$ cat src/hw/wdrst_consts.svh
`ifndef WDRST_CONSTS_SVH
`define WDRST_CONSTS_SVH
`define WDRST_ADDR_CTRL        8'h00
`define WDRST_ADDR_SERVICE     8'h04
`define WDRST_ADDR_INSTR       8'h08
`define WDRST_ADDR_STATUS      8'h0c
`define WDRST_CTRL_PRESCALE    0
`define WDRST_CTRL_DISABLE     1
`define WDRST_CTRL_BDRST       2
`define WDRST_CTRL_RELOAD_LO   8
`define WDRST_INSTR_EOI        0
`define WDRST_INSTR_SWRST      1
`define WDRST_FLAG_WDT         0
`define WDRST_FLAG_SW          1
`define WDRST_FLAG_SHORT       2
`define WDRST_FLAG_LONG        3
`define WDRST_FLAG_PON         4
`define WDRST_STAT_EOI_DONE    8
`define WDRST_STAT_ENABLED     9
`define WDRST_STAT_IN_RESET    10
`define WDRST_DIV_FAST         7'h01
`define WDRST_DIV_SLOW         7'h7f
`define WDRST_CLK_MHZ          20
`define WDRST_FILT_MIN_NS      500
`define WDRST_FILT_CYC         ((`WDRST_FILT_MIN_NS * `WDRST_CLK_MHZ) / 1000)
`define WDRST_SPIKE_NS         50
`define WDRST_LONG_TCL         1044
`define WDRST_LONG_CYC         ((`WDRST_LONG_TCL + 1) / 2)
`define WDRST_RST_HOLD_CYC     4
`endif

$ cat src/hw/wdrst_pkg.sv
package wdrst_pkg;
    typedef enum logic [3:0] {
        WDRST_RUN      = 4'b0001,
        WDRST_SYNC_RST = 4'b0010,
        WDRST_ASYNC    = 4'b0100,
        WDRST_RELEASE  = 4'b1000
    } wdrst_state_t;
    typedef logic [4:0] wdrst_flags_t;
endpackage

$ cat src/hw/wdrst_filter.sv
`timescale 1ns/1ps
`include "wdrst_consts.svh"
module wdrst_filter
#(
    parameter int unsigned LEN = 10
)
(
    input  wire logic i_clk_sys,
    input  wire logic i_rst_b,
    input  wire logic i_pin,
    output logic      o_low
);
    logic [1:0]  sync_q;
    logic [15:0] cnt_q;

    always_ff @(posedge i_clk_sys)
    begin
        if (!i_rst_b)
            sync_q <= 2'h3;
        else
            sync_q <= {sync_q[0], i_pin};
    end

    // Low must persist LEN cycles; shorter spikes die here
    always_ff @(posedge i_clk_sys)
    begin
        if (!i_rst_b)
        begin
            cnt_q <= 16'h0000;
            o_low <= 1'b0;
        end
        else if (sync_q[1])
        begin
            cnt_q <= 16'h0000;
            o_low <= 1'b0;
        end
        else if (cnt_q < 16'(LEN - 1))
            cnt_q <= cnt_q + 16'h0001;
        else
            o_low <= 1'b1;
    end
endmodule

$ cat src/hw/wdrst_top.sv
`timescale 1ns/1ps
`include "wdrst_consts.svh"
module wdrst_top
#(
    parameter int unsigned LONG_CYC = `WDRST_LONG_CYC
)
(
    input  wire logic        i_clk_sys,
    input  wire logic        i_rst_b,
    input  wire logic        i_psel,
    input  wire logic        i_penable,
    input  wire logic        i_pwrite,
    input  wire logic [7:0]  i_paddr,
    input  wire logic [31:0] i_pwdata,
    output logic             o_pready,
    output logic [31:0]      o_prdata,
    output logic             o_pslverr,
    input  wire logic        i_reset_input_pin,
    input  wire logic        i_reset_mode_pin,
    input  wire logic        i_power_on,
    output logic             o_reset_input_pin_out,
    output logic             o_reset_input_pin_oe,
    output logic             o_reset_output_pin_b,
    output logic             o_internal_reset,
    output logic             o_async_reset,
    output logic             o_watchdog_count_msb
);
    import wdrst_pkg::*;

    logic               filt_low;
    logic [1:0]         mode_sync_q;
    logic               mode_low;
    logic [1:0]         pon_sync_q;
    wdrst_state_t       state_q;
    logic [15:0]        wdt_q;
    logic [6:0]         pre_q;
    logic               tick;
    logic               prescale_q;
    logic               disable_q;
    logic               bdrst_q;
    logic [7:0]         reload_q;
    logic               eoi_done_q;
    wdrst_flags_t       flags_q;
    logic [15:0]        low_cnt_q;
    logic               was_low_q;
    logic [2:0]         hold_q;
    logic               wr;
    logic               rd;
    logic               overflow;
    logic               do_service;
    logic               do_eoi;
    logic               do_swrst;
    logic               ctrl_wr;
    logic               hw_release;
    logic               pulse_short;
    logic               pulse_long;

    wdrst_filter #(
        .LEN (`WDRST_FILT_CYC)
    ) u_filter (
        .i_clk_sys (i_clk_sys),
        .i_rst_b   (i_rst_b),
        .i_pin     (i_reset_input_pin),
        .o_low     (filt_low)
    );

    always_ff @(posedge i_clk_sys)
    begin
        if (!i_rst_b)
        begin
            mode_sync_q <= 2'h3;
            pon_sync_q  <= 2'h0;
        end
        else
        begin
            mode_sync_q <= {mode_sync_q[0], i_reset_mode_pin};
            pon_sync_q  <= {pon_sync_q[0], i_power_on};
        end
    end
    assign mode_low = ~mode_sync_q[1];

    assign wr         = i_psel && i_penable && i_pwrite && o_pready;
    assign rd         = i_psel && !i_penable && !i_pwrite;
    assign ctrl_wr    = wr && (i_paddr == `WDRST_ADDR_CTRL);
    assign do_service = wr && (i_paddr == `WDRST_ADDR_SERVICE) && (state_q == WDRST_RUN);
    assign do_eoi     = wr && (i_paddr == `WDRST_ADDR_INSTR)
                        && i_pwdata[`WDRST_INSTR_EOI] && (state_q == WDRST_RUN);
    assign do_swrst   = wr && (i_paddr == `WDRST_ADDR_INSTR)
                        && i_pwdata[`WDRST_INSTR_SWRST] && (state_q == WDRST_RUN);
    assign tick       = (pre_q == (prescale_q ? `WDRST_DIV_SLOW : `WDRST_DIV_FAST));
    assign overflow   = tick && (wdt_q == 16'hffff) && !disable_q && (state_q == WDRST_RUN);
    assign hw_release = was_low_q && !filt_low && !mode_low;
    assign pulse_long  = hw_release && (low_cnt_q >= 16'(LONG_CYC));
    assign pulse_short = hw_release && (low_cnt_q < 16'(LONG_CYC));

    // APB answers in the access cycle, no wait states
    always_ff @(posedge i_clk_sys)
    begin
        if (!i_rst_b)
        begin
            o_pready  <= 1'b0;
            o_pslverr <= 1'b0;
        end
        else
        begin
            o_pready  <= i_psel && !i_penable;
            o_pslverr <= i_psel && !i_penable && (i_paddr > `WDRST_ADDR_STATUS);
        end
    end

    always_ff @(posedge i_clk_sys)
    begin
        if (!i_rst_b)
            o_prdata <= 32'h00000000;
        else if (rd)
        begin
            case (i_paddr)
                `WDRST_ADDR_CTRL:
                    o_prdata <= {16'h0000, reload_q, 5'h00, bdrst_q, disable_q, prescale_q};
                `WDRST_ADDR_SERVICE:
                    o_prdata <= {16'h0000, wdt_q};
                `WDRST_ADDR_STATUS:
                    o_prdata <= {21'h000000, (state_q != WDRST_RUN), !disable_q,
                                 eoi_done_q, 3'h0, flags_q};
                default:
                    o_prdata <= 32'h00000000;
            endcase
        end
    end

    // Control fields; disable refused once init is over
    always_ff @(posedge i_clk_sys)
    begin
        if (!i_rst_b || state_q != WDRST_RUN)
        begin
            prescale_q <= 1'b0;
            disable_q  <= 1'b0;
            bdrst_q    <= 1'b0;
            reload_q   <= 8'h00;
        end
        else if (ctrl_wr)
        begin
            prescale_q <= i_pwdata[`WDRST_CTRL_PRESCALE];
            bdrst_q    <= i_pwdata[`WDRST_CTRL_BDRST];
            reload_q   <= i_pwdata[`WDRST_CTRL_RELOAD_LO +: 8];
            if (!eoi_done_q)
                disable_q <= i_pwdata[`WDRST_CTRL_DISABLE];
        end
    end

    always_ff @(posedge i_clk_sys)
    begin
        if (!i_rst_b || state_q != WDRST_RUN)
            eoi_done_q <= 1'b0;
        else if (do_eoi)
            eoi_done_q <= 1'b1;
    end

    always_ff @(posedge i_clk_sys)
    begin
        if (!i_rst_b || state_q != WDRST_RUN || tick)
            pre_q <= 7'h00;
        else
            pre_q <= pre_q + 7'h01;
    end

    // Counter; timeout (256-reload)*256*(div+1)
    always_ff @(posedge i_clk_sys)
    begin
        if (!i_rst_b || state_q != WDRST_RUN)
            wdt_q <= 16'h0000;
        else if (do_service)
            wdt_q <= {reload_q, 8'h00};
        else if (tick && !disable_q)
            wdt_q <= wdt_q + 16'h0001;
    end

    // Flags survive the chip reset they describe; end-of-init and i_rst_b clear them
    always_ff @(posedge i_clk_sys)
    begin
        if (!i_rst_b)
            flags_q <= 5'h00;
        else if (pon_sync_q[1] && mode_low)
            flags_q <= 5'h10;
        else if (overflow)
            flags_q <= 5'h01;
        else if (do_swrst)
            flags_q <= 5'h02;
        else if (pulse_long)
            flags_q <= 5'h08;
        else if (pulse_short)
            flags_q <= 5'h04;
        else if (do_eoi)
            flags_q <= 5'h00;
    end

    always_ff @(posedge i_clk_sys)
    begin
        if (!i_rst_b)
        begin
            low_cnt_q <= 16'h0000;
            was_low_q <= 1'b0;
        end
        else
        begin
            was_low_q <= filt_low && !mode_low;
            if (!filt_low)
                low_cnt_q <= 16'h0000;
            else if (low_cnt_q != 16'hffff)
                low_cnt_q <= low_cnt_q + 16'h0001;
        end
    end

    always_ff @(posedge i_clk_sys)
    begin
        if (!i_rst_b)
        begin
            state_q <= WDRST_RUN;
            hold_q  <= 3'h0;
        end
        else
        begin
            case (state_q)
                WDRST_RUN:
                begin
                    hold_q <= 3'h0;
                    if (filt_low && mode_low)
                        state_q <= WDRST_ASYNC;
                    else if (overflow || do_swrst || (filt_low && !mode_low))
                        state_q <= WDRST_SYNC_RST;
                end
                WDRST_SYNC_RST:
                begin
                    hold_q <= hold_q + 3'h1;
                    if (filt_low && mode_low)
                        state_q <= WDRST_ASYNC;
                    else if (!filt_low && hold_q >= 3'(`WDRST_RST_HOLD_CYC))
                        state_q <= WDRST_RELEASE;
                end
                WDRST_ASYNC:
                    if (!filt_low)
                        state_q <= WDRST_RELEASE;
                WDRST_RELEASE:
                    state_q <= WDRST_RUN;
                default:
                    state_q <= WDRST_RUN;
            endcase
        end
    end

    // Reset pins; bidirectional drive inhibited by mode pin low
    always_ff @(posedge i_clk_sys)
    begin
        if (!i_rst_b)
        begin
            o_reset_output_pin_b  <= 1'b0;
            o_internal_reset      <= 1'b1;
            o_async_reset         <= 1'b0;
            o_reset_input_pin_out <= 1'b0;
            o_reset_input_pin_oe  <= 1'b0;
            o_watchdog_count_msb  <= 1'b0;
        end
        else
        begin
            o_reset_output_pin_b  <= (state_q == WDRST_RUN);
            o_internal_reset      <= (state_q != WDRST_RUN);
            o_async_reset         <= (state_q == WDRST_ASYNC);
            o_reset_input_pin_out <= 1'b0;
            o_reset_input_pin_oe  <= (state_q == WDRST_SYNC_RST) && bdrst_q
                                     && !mode_low && !filt_low;
            o_watchdog_count_msb  <= wdt_q[15];
        end
    end

    property p_disable_locked;
        @(posedge i_clk_sys) disable iff (!i_rst_b)
        eoi_done_q && !disable_q |=> !disable_q;
    endproperty
    a_disable_locked: assert property (p_disable_locked) else $error("disable after init");

    property p_overflow_reset;
        @(posedge i_clk_sys) disable iff (!i_rst_b)
        overflow |=> ##1 !o_reset_output_pin_b && o_internal_reset;
    endproperty
    a_overflow_reset: assert property (p_overflow_reset) else $error("no reset on overflow");

    property p_wdt_flag;
        @(posedge i_clk_sys) disable iff (!i_rst_b)
        overflow && !(pon_sync_q[1] && mode_low) |=> flags_q == 5'h01;
    endproperty
    a_wdt_flag: assert property (p_wdt_flag) else $error("watchdog flag missing");

    property p_eoi_clear;
        @(posedge i_clk_sys) disable iff (!i_rst_b)
        do_eoi && !overflow && !do_swrst && !hw_release && !pon_sync_q[1] |=> flags_q == 5'h00;
    endproperty
    a_eoi_clear: assert property (p_eoi_clear) else $error("flags not cleared");

    property p_step;
        @(posedge i_clk_sys) disable iff (!i_rst_b)
        tick && !disable_q && !do_service && state_q == WDRST_RUN && wdt_q != 16'hffff
        |=> wdt_q == $past(wdt_q) + 16'h0001;
    endproperty
    a_step: assert property (p_step) else $error("counter step wrong");

    property p_service;
        @(posedge i_clk_sys) disable iff (!i_rst_b)
        do_service |=> wdt_q == {$past(reload_q), 8'h00};
    endproperty
    a_service: assert property (p_service) else $error("service load wrong");

    property p_async;
        @(posedge i_clk_sys) disable iff (!i_rst_b)
        state_q == WDRST_RUN && filt_low && mode_low |=> state_q == WDRST_ASYNC ##1 o_async_reset;
    endproperty
    a_async: assert property (p_async) else $error("async reset missed");

    property p_no_drive;
        @(posedge i_clk_sys) disable iff (!i_rst_b)
        mode_low |=> !o_reset_input_pin_oe;
    endproperty
    a_no_drive: assert property (p_no_drive) else $error("drives pin in mode low");

    c_overflow: cover property (@(posedge i_clk_sys) disable iff (!i_rst_b) overflow);
    c_long: cover property (@(posedge i_clk_sys) disable iff (!i_rst_b) pulse_long);
    c_short: cover property (@(posedge i_clk_sys) disable iff (!i_rst_b) pulse_short);
    c_swrst: cover property (@(posedge i_clk_sys) disable iff (!i_rst_b) do_swrst);
endmodule

$ cat config.mk
export PLATFORM = sky130hd
export DESIGN_NAME = wdrst_top
export DESIGN_NICKNAME = d
export VERILOG_FILES = /design/src/hw/wdrst_pkg.sv /design/src/hw/wdrst_filter.sv /design/src/hw/wdrst_top.sv
export VERILOG_INCLUDE_DIRS = /design/src /design/src/hw
export SDC_FILE = /design/constraint.sdc
export NUM_CORES = 1
export LEC_CHECK = 0
export BUFFER_PORTS_ARGS = -buffer_cell sky130_fd_sc_hd__buf_2
export CORE_MARGIN = 2
export CORE_UTILIZATION = 30
export DETAILED_ROUTE_END_ITERATION = 6
export PLACE_DENSITY = 0.47
export SYNTH_ARGS = -nofsm -noshare
export SYNTH_HDL_FRONTEND = slang
export SYNTH_SLANG_ARGS = --single-unit
$ cat constraint.sdc
create_clock -name i_clk_sys -period 1.7 [get_ports i_clk_sys]
set_input_delay 0.17 -clock i_clk_sys [delete_from_list [all_inputs] [get_ports i_clk_sys]]
set_output_delay 0.17 -clock i_clk_sys [all_outputs]
set_load 0.02 [all_outputs]
==> summary.md <==
| Metric | Value |
|---|---|
| Status | finished, violations left |
| Failing checks | negative setup slack |
| Final Cycle Share | 1.07 |
| Placed wire-length estimate | 9270 um |
| Library cells used by synthesis | 61 |
| Setup violators final | 18 |
| Mapped Area | 4980 um2 |
| Skew final | 0.00771 ns |
| Flop2flop setup slack | -0.12 ns |
| Total gr overflow | 0 |
| CP Class | flip-flop to flip-flop |
| Layout cell share with drive strength beyond 1 | 0.324 |
| CTS H-tree depth | 3 |
| Async S/R FF share, synth | 0 |
| Worst setup EP type | flip-flop |
| Largest net degree at the start of global routing | 25 |
| Area of the core | 16400 um2 |
| WL final | 12600 um |
| CP Launch Type | flip-flop |
| Total inserted antenna cells | 0 |
| Top post-synthesis cells by count | 110 x dfxtp_1, 77 x nor2_1, 30 x nand2_1 |
| Drt drc | 0 |
| GRT Resource Usage Total | 0.150 |
| Post-synth top area share | 0.442 |
| Placed Instances | 866 |
| Final WS setup | -0.115 ns |
| Net Sw Frac | 0.280 |
| PortBufs | 49 |
| First-pass GRT wire length | 21000 um |
| Worst slew margin | 0.634 |
| Syn-to-layout area delta | 32.6% |
| CTS tree | done |
| RSZ-0062 raised after global routing | true |
| Post-route ant nets | 0 |
| Vias in the first global route | 4230 |
| Max Freq | 551 MHz |
| Clock net sink count | 110 |
| FILL cells | 1647 |
| Rows | 47 |
| Post-synth top area cell | dfxtp_1 |
| Clock slew at reported path FFs | 0.07 ns |
| Internal power | 4250 uW |
| Final Net Count | 723 |
| Die ar. | 17700 um2 |
| Initial core utilization | 0.304 |
| YS warnings | 0 |
| Die width | 133 um |
| Actual slew at the worst max-slew pin | 0.548 ns |
| Fin crit period | 1.82 ns |
| Max Cap Viol | 0 |
| CTS buffer count | 9 |
| Pre-antenna DRT Iters | 4 |
| Ports | 88 |
| Iteration-0 DRC Markers | 268 |
| Leak Pwr | 0.00271 uW |
| Max clock buf depth | 2 |
| Clock Power Share | 0.357 |
| Arr. time, crit path | 2.06 ns |
| Die Span Y | 133 um |
| Initial antenna violation count | 0 |
| Post-synthesis register bit count | 110 |
| Avg Inst Size Synth | 9.18 um2 |
| Pwr Density | 893 nW/um2 |
| Final hold viol count | 0 |
| Final core utilization | 0.403 |
| Via density | 4.73 |
| Area contributors post-synth | dfxtp_1 44%, nor2_1 5.8%, mux2i_1 5.0% |
| EDFF count, synth | 0 |
| Via count | 4224 |
| Fin cells | 893 |
| Hold_ws | 0.0207 ns |
| Seq pwr share | 0.462 |
| Worst hold path class | input pin to flip-flop |
| DR WL/cell | 14.1 um |
| Logic pwr share | 0.181 |
| Max FO, Critical Path | 4 |
| Required time of the worst setup path | 1.94 ns |
| Instance count of the mapped netlist | 543 |
| Clk_lat worst skew | 0.36 ns |
| Count of pins over their slew limit | 0 |
| NetSw | 1650 uW |
| VDD IR max | 0.554 mV |
| Count leader, synth | dfxtp_1 |
| Sequential share of the synthesized area | 0.442 |
| Root Driver | clkbuf_16 |
| Final GP Congestion | 0.793 |
| Top FF cell, synth | dfxtp_1 |
[logic make-up after synthesis]
group | share of synthesized area
buffers and inverters | 0.0555
and+or+nand+nor | 0.264
DFF | 0.442
other | 0.000752
muxes | 0.0502
xor gates and xnor gates | 0.0510
AOI/OAI and AO/OA | 0.119
adders and majority gates | 0.0176
[layout make-up]
class,instances,area [um2],area share
Tap cell,220,275,0.0417
Timing Repair Buffer,137,962,0.146
Clock inverter,6,62.6,0.00947
Inverter,11,41.3,0.00625
Multi-Input combinational cell,399,2820,0.426
Clock buffer,10,229,0.0346
Sequential cell,110,2220,0.336
[repair_timing]
| item | in CTS | in global routing |
|---|---|---|
| hold buffers | 3 | 0 |
| buffers inserted | 1 | 5 |
| endpoints found under the setup margin | 31 | 37 |
| gates resized for setup | 31 | 29 |
| hold endpoints to repair | 3 | 0 |
| gates cloned | 1 | 1 |
| pin swaps | 27 | 20 |
[power by group through the flow]
stage,logic [uW],registers (uW),clock network (uW)
floorplan,522,2820,0
global placement,964,2770,0
detailed placement,970,2770,0
CTS,1030,2720,2190
global route,1170,2730,2300
finish,1070,2720,2110
[metrics by stage]
stage | power [uW] | worst slack (ns) | setup TNS, ns | cell area, um2
floorplan | 3340 | -0.00524 | -0.00524 | 5070
global placement | 3730 | -0.144 | -1.13 | 5960
detailed placement | 3740 | -0.172 | -2.28 | 5960
CTS | 5950 | -0.105 | -1.03 | 6440
global route | 6190 | -0.175 | -2.70 | 6610
finish | 5900 | -0.115 | -0.874 | 6610
[layout by cell type (no fill, tap or decap), types with 15 or more instances in the layout]
master,n
a21oi_1,21
and2_1,22
buf_2,50
buf_4,75
conb_1,17
dfxtp_1,96
mux2i_1,25
nand2_1,29
nand3_1,15
nor2_1,75
o21ai_0,16
xnor2_1,20
[path summary, 6_finish.rpt]
path | end | cells past startpoint | start
setup / recovery | state_q[0] | 4 | pre_q[6]
hold / removal | pon_sync_q[0] | 2 | i_power_on
setup reg to reg | state_q[0] | 4 | pre_q[6]
hold reg to reg | u_filter.sync_q[1] | 1 | u_filter.sync_q[0]
[per-layer routing]
metal  vias up  GRT usage  share of wire
met4         0     0.0526          0.016
met2        74      0.254           0.49
met1      1994      0.185           0.46
met5         -          0              0
met3        16     0.0398          0.036
li1       2140          -              -
[sequential cells by signal (all words and copies together) (netlist names), 4 cells and up]
signal,flops
low_cnt_q,16
o_prdata,16
u_filter.cnt_q,16
wdt_q,16
reload_q,8
pre_q,7
flags_q,5
state_q,4
[critical path, stage by stage, from the launching register on]
cell and delay [ns]:
dfxtp_2 0.35, nor4_4 0.30, o211ai_1 0.21, or3b_4 0.46, a2111o_1 0.38
(Power assumes the default switching activity.)
